==> src/nec_cfg.svh <==
// Constants for the NAND erase and copyback command sequencer.
`ifndef NEC_CFG_SVH
`define NEC_CFG_SVH
// Command codes.
`define NEC_C_ERASE     8'h60
`define NEC_C_ERASE_GO  8'hd0
`define NEC_C_ERASE_Q   8'hd1
`define NEC_C_READ      8'h00
`define NEC_C_READ_GO   8'h30
`define NEC_C_READ_Q    8'h32
`define NEC_C_CB_READ   8'h35
`define NEC_C_PROG      8'h80
`define NEC_C_CB_PROG   8'h85
`define NEC_C_PROG_GO   8'h10
`define NEC_C_PROG_Q    8'h11
`define NEC_C_STAT      8'h70
`define NEC_C_STAT_ENH  8'h78
`define NEC_C_COL_RD    8'h05
`define NEC_C_COL_ENH   8'h06
`define NEC_C_COL_GO    8'he0
`define NEC_C_RST       8'hff
`define NEC_C_RST_SYNC  8'hfc
// Address cycle counts.
`define NEC_ROW_CYC     3'h3
`define NEC_PAGE_CYC    3'h5
`define NEC_COL_CYC     3'h2
// Register byte offsets.
`define NEC_A_CMD       8'h00
`define NEC_A_ADDR      8'h04
`define NEC_A_DATA      8'h08
`define NEC_A_STATUS    8'h0c
`define NEC_A_ROW       8'h10
`define NEC_A_QUEUE     8'h14
// Status and queue field positions.
`define NEC_S_FAIL      0
`define NEC_S_RDY       1
`define NEC_S_ARRAY_READY_FLAG      2
`define NEC_S_CB        3
`define NEC_S_REJ       4
`define NEC_Q_ERASE     0
`define NEC_Q_PROG      8
`define NEC_Q_CACHE     16
`define NEC_Q_READ      24
// Timing in nanoseconds and clock period.
`define NEC_CLK_NS      4
`define NEC_T_BERS_NS   2000000
`define NEC_T_DBSY_NS   500
`define NEC_T_R_NS      25000
`define NEC_T_PROG_NS   300000
`endif

==> src/nec_pkg.sv <==
// Types shared by the NAND erase and copyback command sequencer.
package nec_pkg;
  typedef enum logic [2:0] {
    S_IDLE = 3'b000, S_ERA = 3'b001, S_ERC = 3'b010, S_RDA = 3'b011,
    S_RDC  = 3'b100, S_PGA = 3'b101, S_PGD = 3'b110, S_COL = 3'b111
  } nec_state_type;
  typedef enum logic [2:0] {
    OP_NONE = 3'b000, OP_ERASE = 3'b001, OP_PROG = 3'b010,
    OP_READ = 3'b011, OP_QUEUE = 3'b100
  } nec_op_type;
endpackage : nec_pkg

==> src/nec_sequencer.sv <==
// APB-controlled erase and copyback command sequencer of one NAND die.
//
// Notes on behaviour
// - Erase is 60h, three row cycles with page bits ignored, then D0h.
// - Erase sequences are accepted only while both ready flags are set.
// - D0h clears both ready flags for the block erase time, erasing queued blocks.
// - Queue entry is 60h, three row cycles, D1h, then short queue busy.
// - Each D1h queues its plane; D0h adds its block and erases all.
// - Copyback is 00h-35h read, wait ready, then 85h-10h program.
// - Copyback read behaves as page read with confirm 35h instead of 30h.
// - 85h opens a program without clearing the cache registers.
// - 85h-11h queues like 80h-11h but keeps the cache registers.
// - Multi-plane copyback read is 00h-32h entries then 00h-35h.
// - Multi-plane copyback program is 85h-11h entries then 85h-10h.
// - Between copyback read and program only status and column commands.
// - Reset after copyback read invalidates the cache registers.
// - A plain 80h with no queued program clears every cache register.
//
// Local design decisions: the placing of the registers and the APB interface to the registers.
`timescale 1ns/1ps
`include "nec_cfg.svh"
module nec_sequencer #(
  parameter int unsigned PL        = 2,   // Planes, at most eight.
  parameter int unsigned PAGE_BITS = 8,   // Page bits at the bottom of the row.
  parameter int unsigned BERS_CYC  = (`NEC_T_BERS_NS + `NEC_CLK_NS - 1) / `NEC_CLK_NS,
  parameter int unsigned DBSY_CYC  = (`NEC_T_DBSY_NS + `NEC_CLK_NS - 1) / `NEC_CLK_NS,
  parameter int unsigned READ_CYC  = (`NEC_T_R_NS + `NEC_CLK_NS - 1) / `NEC_CLK_NS,
  parameter int unsigned PROG_CYC  = (`NEC_T_PROG_NS + `NEC_CLK_NS - 1) / `NEC_CLK_NS
) (
  input  wire logic        i_clk,        // Clock, 250 MHz.
  input  wire logic        i_reset,      // Synchronous reset, active high.
  input  wire logic        i_ce,         // Clock enable, freezes all state.
  input  wire logic        i_psel,       // APB select.
  input  wire logic        i_penable,    // APB enable.
  input  wire logic        i_pwrite,     // APB direction.
  input  wire logic [7:0]  i_paddr,      // APB byte address.
  input  wire logic [31:0] i_pwdata,     // APB write data.
  input  wire logic        i_array_fail, // Array outcome at end of busy.
  output logic      [31:0] o_prdata,     // APB read data.
  output logic             o_pready,     // APB ready.
  output logic             o_pslverr,    // APB error on unmapped address.
  output logic             o_ready       // Ready/busy pin level, high = ready.
);

  localparam int unsigned PB = (PL > 1) ? $clog2(PL) : 1;

  typedef struct packed {
    nec_pkg::nec_state_type st;
    nec_pkg::nec_op_type    op;
    logic [2:0]             acnt;
    logic [23:0]            row;
    logic [31:0]            cnt;
    logic                   fail;
    logic                   cb;
    logic                   rej;
    logic [PL-1:0]          eq;
    logic [PL-1:0]          pq;
    logic [PL-1:0]          rq;
    logic [PL-1:0]          cv;
    logic [31:0]            rdata;
    logic                   slverr;
  } nec_regs_type;

  nec_regs_type s_reg;
  nec_regs_type s_next;

  // One-hot plane of a row address.
  function automatic logic [PL-1:0] plane_of(input logic [23:0] row);
    logic [PL-1:0] oh;
    oh = '0;
    oh[row[PAGE_BITS +: PB]] = 1'b1;
    return oh;
  endfunction : plane_of
  // Status command code, legal at any time.
  function automatic logic is_stat(input logic [7:0] c);
    return (c == `NEC_C_STAT) || (c == `NEC_C_STAT_ENH);
  endfunction : is_stat
  // Reset command code.
  function automatic logic is_rst(input logic [7:0] c);
    return (c == `NEC_C_RST) || (c == `NEC_C_RST_SYNC);
  endfunction : is_rst

  ////////////////////////////////////////////////////////////////////////////
  // Bus decode.
  logic       acc;
  logic       setup;
  logic       cmd_wr;
  logic       adr_wr;
  logic       dat_wr;
  logic       busy;
  logic [7:0] wd;
  // Setup and access phase strobes and the byte carried by a write.
  assign acc    = i_psel & i_penable & i_ce;
  assign setup  = i_psel & ~i_penable & i_ce;
  assign cmd_wr = acc & i_pwrite & (i_paddr == `NEC_A_CMD);
  assign adr_wr = acc & i_pwrite & (i_paddr == `NEC_A_ADDR);
  assign dat_wr = acc & i_pwrite & (i_paddr == `NEC_A_DATA);
  assign wd     = i_pwdata[7:0];
  assign busy   = (s_reg.op != nec_pkg::OP_NONE);

  ////////////////////////////////////////////////////////////////////////////
  // Next-state logic.
  // Sequencing, busy timing and register read-back.
  always_comb begin
    s_next = s_reg;
    // Busy countdown; the array outcome is taken on the last busy cycle.
    if (busy) begin
      if (s_reg.cnt == '0) begin
        s_next.op = nec_pkg::OP_NONE;
        case (s_reg.op)
          nec_pkg::OP_ERASE: begin
            s_next.fail = i_array_fail;
            s_next.eq   = '0;
          end
          nec_pkg::OP_PROG: begin
            s_next.fail = i_array_fail;
            s_next.pq   = '0;
          end
          default: begin end
        endcase
      end else begin
        s_next.cnt = s_reg.cnt - 32'h1;
      end
    end
    // Command cycles.
    if (cmd_wr) begin
      s_next.rej = 1'b0;
      if (is_rst(wd)) begin
        // Reset aborts work and leaves the cache registers invalid.
        s_next.st   = nec_pkg::S_IDLE;
        s_next.op   = nec_pkg::OP_NONE;
        s_next.eq   = '0;
        s_next.pq   = '0;
        s_next.rq   = '0;
        s_next.cv   = '0;
        s_next.cb   = 1'b0;
      end else if (busy && !is_stat(wd)) begin
        s_next.rej = 1'b1;
      end else if (!is_stat(wd)) begin
        case (s_reg.st)
          nec_pkg::S_IDLE: begin
            s_next.acnt = '0;
            case (wd)
              `NEC_C_ERASE: begin
                if (s_reg.cb) s_next.rej = 1'b1;
                else s_next.st = nec_pkg::S_ERA;
              end
              `NEC_C_READ: begin
                if (s_reg.cb) s_next.rej = 1'b1;
                else s_next.st = nec_pkg::S_RDA;
              end
              `NEC_C_PROG: begin
                if (s_reg.cb) begin
                  s_next.rej = 1'b1;
                end else begin
                  s_next.st = nec_pkg::S_PGA;
                  if (s_reg.pq == '0) s_next.cv = '0;
                end
              end
              `NEC_C_CB_PROG: begin
                s_next.st = nec_pkg::S_PGA;
              end
              `NEC_C_COL_RD, `NEC_C_COL_ENH: begin
                s_next.st = nec_pkg::S_COL;
              end
              default: begin
                s_next.rej = 1'b1;
              end
            endcase
          end
          nec_pkg::S_ERC: begin
            s_next.st = nec_pkg::S_IDLE;
            if (wd == `NEC_C_ERASE_GO) begin
              s_next.eq  = s_reg.eq | plane_of(s_reg.row);
              s_next.op  = nec_pkg::OP_ERASE;
              s_next.cnt = 32'(BERS_CYC - 1);
            end else if (wd == `NEC_C_ERASE_Q) begin
              s_next.eq  = s_reg.eq | plane_of(s_reg.row);
              s_next.op  = nec_pkg::OP_QUEUE;
              s_next.cnt = 32'(DBSY_CYC - 1);
            end else begin
              s_next.rej = 1'b1;
            end
          end
          nec_pkg::S_RDC: begin
            s_next.st = nec_pkg::S_IDLE;
            if ((wd == `NEC_C_READ_GO) || (wd == `NEC_C_CB_READ)) begin
              s_next.cv  = s_reg.cv | s_reg.rq | plane_of(s_reg.row);
              s_next.rq  = '0;
              s_next.cb  = (wd == `NEC_C_CB_READ);
              s_next.op  = nec_pkg::OP_READ;
              s_next.cnt = 32'(READ_CYC - 1);
            end else if (wd == `NEC_C_READ_Q) begin
              s_next.rq  = s_reg.rq | plane_of(s_reg.row);
              s_next.op  = nec_pkg::OP_QUEUE;
              s_next.cnt = 32'(DBSY_CYC - 1);
            end else begin
              s_next.rej = 1'b1;
            end
          end
          nec_pkg::S_PGA, nec_pkg::S_PGD: begin
            if (wd == `NEC_C_CB_PROG) begin
              // Column or row change inside data input keeps the cache.
              s_next.st   = nec_pkg::S_PGA;
              s_next.acnt = '0;
            end else if ((s_reg.st == nec_pkg::S_PGD) && (wd == `NEC_C_PROG_GO)) begin
              s_next.st  = nec_pkg::S_IDLE;
              s_next.pq  = s_reg.pq | plane_of(s_reg.row);
              s_next.cb  = 1'b0;
              s_next.op  = nec_pkg::OP_PROG;
              s_next.cnt = 32'(PROG_CYC - 1);
            end else if ((s_reg.st == nec_pkg::S_PGD) && (wd == `NEC_C_PROG_Q)) begin
              s_next.st  = nec_pkg::S_IDLE;
              s_next.pq  = s_reg.pq | plane_of(s_reg.row);
              s_next.op  = nec_pkg::OP_QUEUE;
              s_next.cnt = 32'(DBSY_CYC - 1);
            end else begin
              s_next.st  = nec_pkg::S_IDLE;
              s_next.rej = 1'b1;
            end
          end
          nec_pkg::S_COL: begin
            s_next.st  = nec_pkg::S_IDLE;
            s_next.rej = (wd != `NEC_C_COL_GO);
          end
          default: begin
            s_next.st  = nec_pkg::S_IDLE;
            s_next.rej = 1'b1;
          end
        endcase
      end
    end
    // Address cycles; the last three bytes taken form the row.
    if (adr_wr) begin
      case (s_reg.st)
        nec_pkg::S_ERA: begin
          s_next.row  = {wd, s_reg.row[23:8]};
          s_next.acnt = s_reg.acnt + 3'h1;
          if (s_reg.acnt == `NEC_ROW_CYC - 3'h1) s_next.st = nec_pkg::S_ERC;
        end
        nec_pkg::S_RDA, nec_pkg::S_PGA: begin
          s_next.row  = {wd, s_reg.row[23:8]};
          s_next.acnt = s_reg.acnt + 3'h1;
          if (s_reg.acnt == `NEC_PAGE_CYC - 3'h1) begin
            s_next.st = (s_reg.st == nec_pkg::S_RDA) ? nec_pkg::S_RDC : nec_pkg::S_PGD;
          end
        end
        nec_pkg::S_COL: begin
          s_next.acnt = s_reg.acnt + 3'h1;
        end
        default: begin
          s_next.rej = 1'b1;
        end
      endcase
    end
    // Data input; after a column change the data phase resumes once two column cycles are taken.
    if (dat_wr) begin
      if ((s_reg.st == nec_pkg::S_PGA) && (s_reg.acnt >= `NEC_COL_CYC)) begin
        s_next.st = nec_pkg::S_PGD;
      end else if (s_reg.st != nec_pkg::S_PGD) begin
        s_next.rej = 1'b1;
      end
    end
    // Read data and error are prepared in the setup phase.
    if (setup) begin
      s_next.rdata  = '0;
      s_next.slverr = 1'b0;
      case (i_paddr)
        `NEC_A_STATUS: begin
          s_next.rdata[`NEC_S_FAIL] = s_reg.fail;
          s_next.rdata[`NEC_S_RDY]  = ~busy;
          s_next.rdata[`NEC_S_ARRAY_READY_FLAG] = ~busy;
          s_next.rdata[`NEC_S_CB]   = s_reg.cb;
          s_next.rdata[`NEC_S_REJ]  = s_reg.rej;
        end
        `NEC_A_ROW: begin
          s_next.rdata[23:0] = s_reg.row;
        end
        `NEC_A_QUEUE: begin
          s_next.rdata[`NEC_Q_ERASE +: PL] = s_reg.eq;
          s_next.rdata[`NEC_Q_PROG +: PL]  = s_reg.pq;
          s_next.rdata[`NEC_Q_CACHE +: PL] = s_reg.cv;
          s_next.rdata[`NEC_Q_READ +: PL]  = s_reg.rq;
        end
        `NEC_A_CMD, `NEC_A_ADDR, `NEC_A_DATA: begin
          s_next.rdata = '0;
        end
        default: begin
          s_next.slverr = 1'b1;
        end
      endcase
    end
  end

  ////////////////////////////////////////////////////////////////////////////
  // State register.
  // All state is held here and frozen while the clock enable is low.
  always_ff @(posedge i_clk) begin
    if (i_reset) begin
      s_reg <= '0;
    end else if (i_ce) begin
      s_reg <= s_next;
    end
  end

  // Outputs.
  assign o_prdata  = s_reg.rdata;
  assign o_pslverr = s_reg.slverr;
  assign o_pready  = 1'b1;
  assign o_ready   = ~busy;

  logic idle_rdy;
  assign idle_rdy = (s_reg.st == nec_pkg::S_IDLE) && !busy && !s_reg.cb;
endmodule : nec_sequencer

==> config.mk <==
export PLATFORM = sky130hd
export DESIGN_NAME = nec_sequencer
export DESIGN_NICKNAME = d
export VERILOG_FILES = /design/src/nec_pkg.sv /design/src/nec_sequencer.sv
export VERILOG_INCLUDE_DIRS = /design/src /design/src/src
export SDC_FILE = /design/constraint.sdc
export NUM_CORES = 1
export LEC_CHECK = 0
export ABC_AREA = 1
export BUFFER_PORTS_ARGS = -buffer_cell sky130_fd_sc_hd__buf_2
export CAP_MARGIN = 0
export CORE_MARGIN = 1.5
export CORE_UTILIZATION = 30
export DETAILED_ROUTE_END_ITERATION = 16
export SLEW_MARGIN = 0
export SYNTH_ARGS = -nofsm -noshare
export SYNTH_HDL_FRONTEND = slang
export SYNTH_SLANG_ARGS = --single-unit
export TNS_END_PERCENT = 100
==> constraint.sdc <==
create_clock -name i_clk -period 2.33 [get_ports i_clk]
set_clock_uncertainty 0.15 [all_clocks]
set_input_delay 0.466 -clock i_clk [delete_from_list [all_inputs] [get_ports i_clk]]
set_output_delay 0.466 -clock i_clk [all_outputs]
set_load 0.005 [all_outputs]
==> out/results.txt, run 1 <==
run status - completed
vertical die dimension - 146.9 µm
final hold violations - 0
number of pins exceeding their max-slew limit in the final report - 0
commonest non-fill, non-tap cell in the layout - nand2_1
synthesis-to-layout area growth - 16.36%
Filler cells - 2157
global-route wire length before repair - 29510 µm
Data arrival, critical path - 2270 ps
number of enable flip-flop cells after synthesis - 0
Post-Syn Area - 0.006210 mm²
hpwl dp - 13940 µm
total die area - 0.02157 mm²
number of CTS-inserted buffers - 9
vias after detailed routing - 6286
Tot GR Track Use - 17.13%
type of the worst setup path - register to register
reported max-cap violation count - 0
core area - 0.02030 mm²
Remaining DRCs - 0
PD cells - 581.3 mW/mm²
LEAKAGE - 0.003147 µW
required time of the worst setup path - 2440 ps
final-layout setup total negative slack - 0 ps
max reg flops - 76
Avg WL per Cell - 14.21 µm
Worst Setup Start Kind - register
number of antenna violations at the first check in global routing - 0
Detailed Route Iter0 Violations - 457
design area - 0.007226 mm²
IO Port Bufs - 50
final setup violation count - 0
DRT antenna net count - 0
post-place setup slack - 16.76 ps
first-pass iteration count of the detailed router - 5
Congestion Overflow GR - 0
crit share post-route - 92.79%
TritonCTS clock tree - yes
Initial Util - 30.59%
count of synthesis-stage warnings from yosys - 0
share of synthesized area occupied by flip-flops and latches - 33.21%
type of the tightest min-delay check - input pin to register
Synth area leader - dfxtp_1
number of standard-cell rows in the floorplan - 52
CP Max Fanout - 8
maximum root-to-sink buffer count - 2
clk sinks - 103
H-tree levels - 3
clock transition at the registers of the reported paths - 80 ps
highest achievable clock rate - 462.5 MHz
RSZ-0062 raised after global routing - false
Die W - 146.9 µm
Async S/R FF share, synth - 0%
VDD IR max - 0.3162 mV
final critical delay including setup and external delays - 2162 ps
io pins - 82
count of hold-fix buffers inserted at cts - 0
average via count per standard cell - 4.907
Avg Inst Size Synth - 6.557 µm²
kind of capture point of the worst setup path - register
largest net degree at the start of global routing - 41
worst hold slack - 239.5 ps
share of final-layout standard cells stronger than drive strength 1 - 18.69%
via count of the first global-routing pass - 5652
post-synthesis cell count - 947
main flop type after synthesis - dfxtp_1
Post-Route Utilization - 35.60%
root buffer cell - clkbuf_16
cell area after placement - 0.006878 mm²
count of distinct cell types in the synthesized netlist - 45
Post-layout nets - 1057
smallest setup slack after layout - 167.9 ps
final weighted congestion of routability-driven global placement - 0.9671
final WL - 18200 µm
register bit total from synthesis - 103
antenna cells - 0
insertion delay of the later-clocked pin in the worst-skew pair - 370 ps
area fraction of the dominant cell type after synthesis - 33.21%
most used cells in the layout excluding fill and tap cells - 170 x nand2_1, 115 x nor2_1, 101 x dfxtp_1
cells taking the most area after synthesis - dfxtp_1 33%, nand2_1 10%, a21oi_1 7.3%
-- critical path, stage by stage (launching register included) --
cell and delay, ps:
dfxtp_1 360, inv_1 70, ha_1 210, nand3_2 140
nor2_4 70, nand4_2 140, nand2_4 130, nor2_2 170
nand4_1 240, buf_4 220, o21ai_1 110, a21oi_1 50
-- cells by family (layout without fill, tap and decap cells) --
family	count (synthesis)	count (layout)	share of synthesized area (%)
other	2	7	0.1209
flip-flops	103	103	33.21
AO/OA/AOI/OAI	231	231	20.45
adder cells (fa/ha/maj)	4	4	0.8060
buffers and inverters	179	238	13.00
XOR/XNOR	15	15	2.116
AND/OR/NAND/NOR	413	413	30.30
-- path summary, 6_finish.rpt --
kind,from,to,slack (ps),cells after the start
worst max-delay path,s_reg[45],s_reg[66],170,11
worst min-delay path,i_pwdata[4],s_reg[96],240,3
worst max register to register,s_reg[45],s_reg[66],170,11
worst min register to register,s_reg[79],s_reg[79],300,2
-- Yosys cell counts (2+ instances only) --
cell type  number
o2111ai_1       4
nand2_2         8
clkbuf_1       25
xor2_1         11
nand3_2         4
nor3_1         13
nand3b_1        2
nand2_1       171
o211ai_1        3
nor2_2         15
conb_1          2
a31oi_1        14
nor2_1        119
inv_1          98
nand4_2         2
o41ai_1         2
a211oi_1        5
o21ai_1         8
nand4_1        12
o31ai_1         3
nor4_1          5
inv_2          17
a221oi_1        2
nand2_4         2
buf_4          35
a21oi_1        91
nor2_4          5
xnor2_1         4
dfxtp_1       103
nand3_1        48
ha_1            4
o21ai_0        87
or2_2           2
nor3_2          3
o221ai_1        6
clkinv_1        2
o21a_1          2
-- layer usage --
| layer | global-route usage [%] | share of wire, % |
|---|---|---|
| met1 | 23.65 | 48 |
| met5 | 0 | 0 |
| met4 | 5.455 | 1.2 |
| met3 | 2.391 | 4.4 |
| met2 | 27.52 | 46 |
-- cell type report --
cell class | instances | area [µm²] | share of cell area (%)
clock inverter | 7 | 67.56 | 0.9351
clock buffer | 9 | 225.2 | 3.117
sequential | 103 | 2064 | 28.57
inverter | 118 | 445.4 | 6.164
multi-input combinational | 670 | 3392 | 46.94
timing repair buffer | 104 | 693.2 | 9.593
tap | 270 | 337.8 | 4.675
-- per-stage QoR --
step                      total power (µW)  instances
after floorplan                       2477        952
after global placement                2693       1262
after detailed placement              2701       1262
after CTS                             4221       1278
after global routing                  4414       1281
final                                 4200       1281
-- timing repair --
| item | in CTS | in global routing |
|---|---|---|
| setup buffers | 0 | 3 |
| resized for setup | 0 | 10 |
| endpoints found under the hold margin | 0 | 0 |
| setup endpoints to repair | 0 | 14 |
-- power breakdown --
group          leakage (µW)  internal [µW]  switching, µW
Combinational       0.00217            286            516
Sequential         0.000839           1830           61.1
Clock              0.000133            747            761
Total               0.00315           2860           1340
Note: power is estimated with default switching activity, not from simulation.
==> inputs of run 2 (changes only) <==
==> constraint.sdc (replaced) <==
create_clock -name i_clk -period 2.8 [get_ports i_clk]
set_clock_uncertainty 0.15 [all_clocks]
set_input_delay 0.56 -clock i_clk [delete_from_list [all_inputs] [get_ports i_clk]]
set_output_delay 0.56 -clock i_clk [all_outputs]
set_load 0.005 [all_outputs]
==> run 2 against run 1 <==
Core utilization shrank 1.6 points. Worst setup slack improved by 330 ps. Cell area fell by 4.6%. Final cell count down 2.9%. Largest power group unchanged. Power fell by 16%. Critical path depth unchanged. Die area unchanged. Combinational power fell by 23%. First-iteration DRC count increased by 8.5%. Via count decreased by 0.92%. Wire length is 1.1% lower. Count of clock-buffer cells in the layout rose by 1.
==> out/results.txt, run 2 (synthesized netlist as in run 1, its figures left out) <==
final-layout setup total negative slack - 0 ps (unchanged)
actual transition at the worst max-transition pin - 598.6 ps
number of antenna violations at the first check in global routing - 0 (unchanged)
final std cells w/o fill - 1244 (was 1281)
crit path from - s_reg[106] (was s_reg[45])
CP Max Fanout - 9 (was 8)
final weighted congestion of routability-driven global placement - 0.9285 (was 0.9671)
antenna cells - 0 (unchanged)
R2R Setup Slk - 500 ps (was 170 ps)
kind of capture point of the worst setup path - register (unchanged)
global-route wire length before repair - 29600 µm (was 29510 µm)
final hold violations - 0 (unchanged)
post-place setup slack - 262.7 ps (was 16.76 ps)
number of pins exceeding their max-slew limit in the final report - 0 (unchanged)
RSZ-0062 raised after global routing - false (unchanged)
LEAKAGE - 0.002958 µW (was 0.003147 µW)
share of final-layout standard cells stronger than drive strength 1 - 14.78% (was 18.69%)
insertion delay of the later-clocked pin in the worst-skew pair - 380 ps (was 370 ps)
via count of the first global-routing pass - 5856 (was 5652)
VDD IR max - 0.2441 mV (was 0.3162 mV)
Detailed Route Iter0 Violations - 496 (was 457)
final critical delay including setup and external delays - 2302 ps (was 2162 ps)
core area - 0.02030 mm² (unchanged)
type of the worst setup path - register to register (unchanged)
clock transition at the registers of the reported paths - 70 ps (was 80 ps)
TritonCTS clock tree - yes (unchanged)
Tot GR Track Use - 16.96% (was 17.13%)
average via count per standard cell - 5.006 (was 4.907)
max reg flops - 76 (unchanged)
vias after detailed routing - 6228 (was 6286)
commonest non-fill, non-tap cell in the layout - nand2_1 (unchanged)
design area - 0.006894 mm² (was 0.007226 mm²)
Post-layout nets - 1020 (was 1057)
Avg WL per Cell - 14.46 µm (was 14.21 µm)
H-tree levels - 3 (unchanged)
most used cells in the layout excluding fill and tap cells - 171 x nand2_1, 118 x nor2_1, 103 x dfxtp_1 (was 170 x nand2_1, 115 x nor2_1, 101 x dfxtp_1)
smallest setup slack after layout - 498.2 ps (was 167.9 ps)
run status - completed (unchanged)
PD cells - 509.0 mW/mm² (was 581.3 mW/mm²)
synthesis-to-layout area growth - 11.02% (was 16.36%)
maximum root-to-sink buffer count - 2 (unchanged)
reported max-cap violation count - 0 (unchanged)
worst hold slack - 300.6 ps (was 239.5 ps)
type of the tightest min-delay check - register to register (was input pin to register)
total die area - 0.02157 mm² (unchanged)
cell area after placement - 0.006598 mm² (was 0.006878 mm²)
io pins - 82 (unchanged)
root buffer cell - clkbuf_16 (unchanged)
first-pass iteration count of the detailed router - 5 (unchanged)
hpwl dp - 13600 µm (was 13940 µm)
Congestion Overflow GR - 0 (unchanged)
number of cells after detailed placement - 1228 (was 1262)
IO Port Bufs - 50 (unchanged)
number of standard-cell rows in the floorplan - 52 (unchanged)
headroom to the max-slew limit - 60.05%
Die W - 146.9 µm (unchanged)
reg2reg start - s_reg[106] (was s_reg[45])
largest net degree at the start of global routing - 37 (was 41)
Worst Hold Launch - s_reg[79] (was i_pwdata[4])
crit share post-route - 82.21% (was 92.79%)
Remaining DRCs - 0 (unchanged)
number of CTS-inserted buffers - 9 (unchanged)
Worst Setup Start Kind - register (unchanged)
highest achievable clock rate - 434.4 MHz (was 462.5 MHz)
Initial Util - 30.59% (unchanged)
Data arrival, critical path - 2400 ps (was 2270 ps)
required time of the worst setup path - 2900 ps (was 2440 ps)
DRT antenna net count - 0 (unchanged)
final setup violation count - 0 (unchanged)
clk sinks - 103 (unchanged)
final WL - 17990 µm (was 18200 µm)
count of hold-fix buffers inserted at cts - 0 (unchanged)
buffers inserted during post-CTS setup optimization - 0 (unchanged)
number of resized instances in the post-cts repair step - 0 (unchanged)
Filler cells - 2223 (was 2157)
vertical die dimension - 146.9 µm (unchanged)
-- run 2: changes by cell type in the layout (fill, tap and decap cells not counted), sizes merged --
cell and delta:
clkbuf +1, clkinvlp -1, clkinv -1, bufinv +1, buf -37
-- run 2: worst paths after layout --
kind	cells past startpoint	endpoint
worst max-delay path	11	s_reg[48]
worst min-delay path	2	s_reg[79]
worst max register to register	11	s_reg[48]
worst min register to register	2	s_reg[79]
-- run 2: power by group --
group          internal, µW  switching (µW)  leakage, µW  total (µW)
sequential             1520            51.2     0.000838        1570
combinational           205             409      0.00198         614
clock                   699             622     0.000139        1320
total                  2430            1080      0.00296        3510
-- run 2: metal layers --
layer	wire length [µm]	share of wire [%]	global-route usage [%]	up-vias
li1	-	-	-	3142
met2	8147	45	27.24	145
met3	703	3.9	1.646	23
met5	0	0	0	-
met4	322	1.8	6.364	0
met1	8819	49	23.51	2918
-- run 2: layout make-up --
| class | count | area, µm² | area share [%] |
|---|---|---|---|
| sequential | 103 | 2062 | 29.91 |
| tap | 270 | 337.8 | 4.900 |
| clock inverter | 6 | 67.56 | 0.9800 |
| clock buffer | 10 | 229.0 | 3.321 |
| multi-input combinational | 670 | 3362 | 48.77 |
| timing repair buffer | 67 | 390.4 | 5.662 |
| inverter | 118 | 445.4 | 6.461 |
-- run 2: through the flow --
step | util, % | total power (µW)
floorplan | - | 2061
global placement | 32.50 | 2209
detailed placement | 32.50 | 2213
CTS | 33.96 | 3521
global route | 33.96 | 3680
finish | 33.96 | 3509
-- run 2: critical path, cell delays in order, from the launching register on --
cell and delay (ps):
dfxtp_1 580, nand2_2 130, nor2_2 170, inv_2 70, nand2_2 110, nand2_1 160, nor2_1 210, nor2_4 70
nand3b_1 220, o21ai_0 130, a21oi_1 130, nor2_1 50
==> inputs of run 3 (changes only) <==
==> constraint.sdc (replaced) <==
create_clock -name i_clk -period 2.1 [get_ports i_clk]
set_clock_uncertainty 0.15 [all_clocks]
set_input_delay 0.42 -clock i_clk [delete_from_list [all_inputs] [get_ports i_clk]]
set_output_delay 0.42 -clock i_clk [all_outputs]
set_load 0.005 [all_outputs]
==> run 3 against run 2 <==
Clock power rose by 39%. Sequential cell count did not move. Count of clock-buffer cells in the layout fell by 1. Worst setup slack got worse by 440 ps. Global-route usage rose by 0.46 points. Combinational power rose by 68%. Final cell count rose by 7.6%. Die area did not move. Fmax rose by 13%. Critical path depth did not move. Core utilization rose by 4.4 points. Largest cell class unchanged.
==> out/results.txt, run 3 (synthesized netlist as in run 1, its figures left out) <==
total die area - 0.02157 mm² (unchanged)
area of the multi-input gates - 0.003478 mm² (was 0.003362 mm²)
headroom to the max-slew limit - 63.46% (was 60.05%)
final setup violation count - 0 (unchanged)
commonest non-fill, non-tap cell in the layout - nand2_1 (unchanged)
capturing instance or port of the critical path - s_reg[48] (unchanged)
type of the tightest min-delay check - input pin to register (was register to register)
crit share post-route - 97.01% (was 82.21%)
PD cells - 638.9 mW/mm² (was 509.0 mW/mm²)
smallest setup slack after layout - 62.79 ps (was 498.2 ps)
share of final-layout standard cells stronger than drive strength 1 - 24.04% (was 14.78%)
type of the worst setup path - register to register (unchanged)
Worst Reg-to-Reg Cells - 11 (unchanged)
Initial Util - 30.59% (unchanged)
IO Port Bufs - 50 (unchanged)
Worst path max stage delay - 350 ps (was 580 ps)
insertion delay of the later-clocked pin in the worst-skew pair - 380 ps (about the same)
antenna cells - 0 (unchanged)
TritonCTS clock tree - yes (unchanged)
actual transition at the worst max-transition pin - 542.4 ps (was 598.6 ps)
hpwl dp - 14280 µm (was 13600 µm)
clock transition at the registers of the reported paths - 80 ps (was 70 ps)
synthesis-to-layout area growth - 25.27% (was 11.02%)
count of hold-fix buffers inserted at cts - 0 (unchanged)
core area - 0.02030 mm² (unchanged)
required time of the worst setup path - 2200 ps (was 2900 ps)
slowest cell on the critical path - dfxtp_1 (unchanged)
Net Sw Frac - 31.49% (was 30.84%)
vias after detailed routing - 6492 (was 6228)
number of pins exceeding their max-slew limit in the final report - 0 (unchanged)
vertical die dimension - 146.9 µm (unchanged)
Crit path max-delay family - buffers and inverters (was simple AND/OR/NAND/NOR gates)
buffer and inverter count on the worst path - 4 (was 1)
Data arrival, critical path - 2140 ps (was 2400 ps)
final total power - 4970 µW (was 3509 µW)
clock network fraction of total power - 37.0% (was 37.7%)
final hold violations - 0 (unchanged)
run status - completed (unchanged)
final-layout setup total negative slack - 0 ps (unchanged)
cells along the critical path - nor2_1, inv_2, nor2_8, clkinvlp_4, buf_4, nand2_8, nor2_2, buf_4, xor2_1, a21oi_1, nor2_1 (was nand2_2, nor2_2, inv_2, nand2_2, nand2_1, nor2_1, nor2_4, nand3b_1, o21ai_0, a21oi_1, nor2_1)
CP Max Fanout - 8 (was 9)
io pins - 82 (unchanged)
worst hold slack - 173.6 ps (was 300.6 ps)
final critical delay including setup and external delays - 2037 ps (was 2302 ps)
DRT antenna net count - 0 (unchanged)
H-tree levels - 3 (unchanged)
final weighted congestion of routability-driven global placement - 0.9022 (was 0.9285)
crit path from - s_reg[105] (was s_reg[106])
VDD IR max - 0.2703 mV (was 0.2441 mV)
Filler cells - 2174 (was 2223)
via count of the first global-routing pass - 5790 (was 5856)
number of standard-cell rows in the floorplan - 52 (unchanged)
Int Power - 3404 µW (was 2427 µW)
Stages on worst setup path - 11 (unchanged)
post-place setup slack - -186.5 ps (was 262.7 ps)
clk sinks - 103 (unchanged)
global-route wire length before repair - 30100 µm (was 29600 µm)
most used cells in the layout excluding fill and tap cells - 169 x nand2_1, 112 x nor2_1, 109 x buf_4 (was 171 x nand2_1, 118 x nor2_1, 103 x dfxtp_1)
number of CTS-inserted buffers - 9 (unchanged)
highest achievable clock rate - 490.9 MHz (was 434.4 MHz)
Avg WL per Cell - 14.01 µm (was 14.46 µm)
Remaining DRCs - 0 (unchanged)
endpoint of the most critical register-to-register path - s_reg[48] (unchanged)
number of antenna violations at the first check in global routing - 0 (unchanged)
first-pass iteration count of the detailed router - 6 (was 5)
share of power burned in combinational logic - 20.8% (was 17.5%)
net load switching power - 1565 µW (was 1082 µW)
Reg area - 0.002064 mm² (was 0.002062 mm²)
max reg flops - 76 (unchanged)
root buffer cell - clkbuf_16 (unchanged)
Worst Setup Start Kind - register (unchanged)
Tot GR Track Use - 17.42% (was 16.96%)
Congestion Overflow GR - 0 (unchanged)
reported max-cap violation count - 0 (unchanged)
reg2reg start - s_reg[105] (was s_reg[106])
LEAKAGE - 0.003450 µW (was 0.002958 µW)
share of total power in sequential cells - 42.2% (was 44.8%)
largest net degree at the start of global routing - 47 (was 37)
Post-layout nets - 1115 (was 1020)
kind of capture point of the worst setup path - register (unchanged)
average via count per standard cell - 4.848 (was 5.006)
maximum root-to-sink buffer count - 2 (unchanged)
R2R Setup Slk - 60 ps (was 500 ps)
Die W - 146.9 µm (unchanged)
Detailed Route Iter0 Violations - 560 (was 496)
RSZ-0062 raised after global routing - true (was false)
final WL - 18750 µm (was 17990 µm)
run 3: cell types whose count changed in the layout (fill, tap and decap cells not counted), sizes merged:
| cell | change |
|---|---|
| clkinvlp | -1 |
| inv | +1 |
| clkbuf | -1 |
| clkinv | +1 |
| buf | +95 |
run 3: layout make-up:
| cell class | instances | share of cell area [%] |
|---|---|---|
| sequential | 103 | 26.54 |
| clock inverter | 7 | 1.222 |
| inverter | 118 | 5.774 |
| tap | 270 | 4.343 |
| timing repair buffer | 162 | 14.51 |
| multi-input combinational | 670 | 44.72 |
| clock buffer | 9 | 2.895 |
run 3: worst reg2reg max path, stage by stage, from the launching register on:
cell        delay (ps)
dfxtp_1            350
nor2_1             120
inv_2               80
nor2_8             160
clkinvlp_4         210
buf_4              210
nand2_8            100
nor2_2              50
buf_4              140
xor2_1             130
a21oi_1            170
nor2_1              50
run 3: power groups by stage:
stage / Clock, µW / Sequential (µW) / Combinational [µW]
4_1_cts: 1880 / 2090 / 942
6_report: 1840 / 2100 / 1030
3_3_place_gp: 0 / 2140 / 931
5_1_grt: 1960 / 2110 / 1150
3_5_place_dp: 0 / 2140 / 936
2_1_floorplan: 0 / 2130 / 623
run 3: worst min path at each step:
| stage | from | end | slack, ps | depth (start not counted) |
|---|---|---|---|---|
| after floorplan | s_reg[79] | s_reg[79] | 270 | 2 |
| after global placement | s_reg[79] | s_reg[79] | 280 | 2 |
| after detailed placement | s_reg[79] | s_reg[79] | 290 | 2 |
| after CTS | i_array_fail | s_reg[43] | 170 | 3 |
| after global routing | i_pwdata[7] | s_reg[99] | 190 | 3 |
| final | i_array_fail | s_reg[43] | 170 | 3 |
run 3: per-stage QoR:
step	std cells	util (%)	cell area (µm²)
3_5_place_dp	1317	35.92	7291
2_1_floorplan	952	-	6228
4_1_cts	1333	37.49	7611
6_report	1339	38.32	7779
3_3_place_gp	1317	35.92	7291
5_1_grt	1339	38.32	7779
run 3: per-layer routing:
metal	global-route usage [%]	routed length, µm	share of wire [%]	vias up
met5	0	0	0	-
met4	4.394	231	1.2	0
met3	2.422	876	4.7	20
met2	27.64	8601	46	161
met1	24.79	9044	48	2979
li1	-	-	-	3332
run 3: timing repair:
action / CTS / global route
setup buffers: 0 / 6
resized for setup: 0 / 32
setup endpoints to repair: 0 / 45
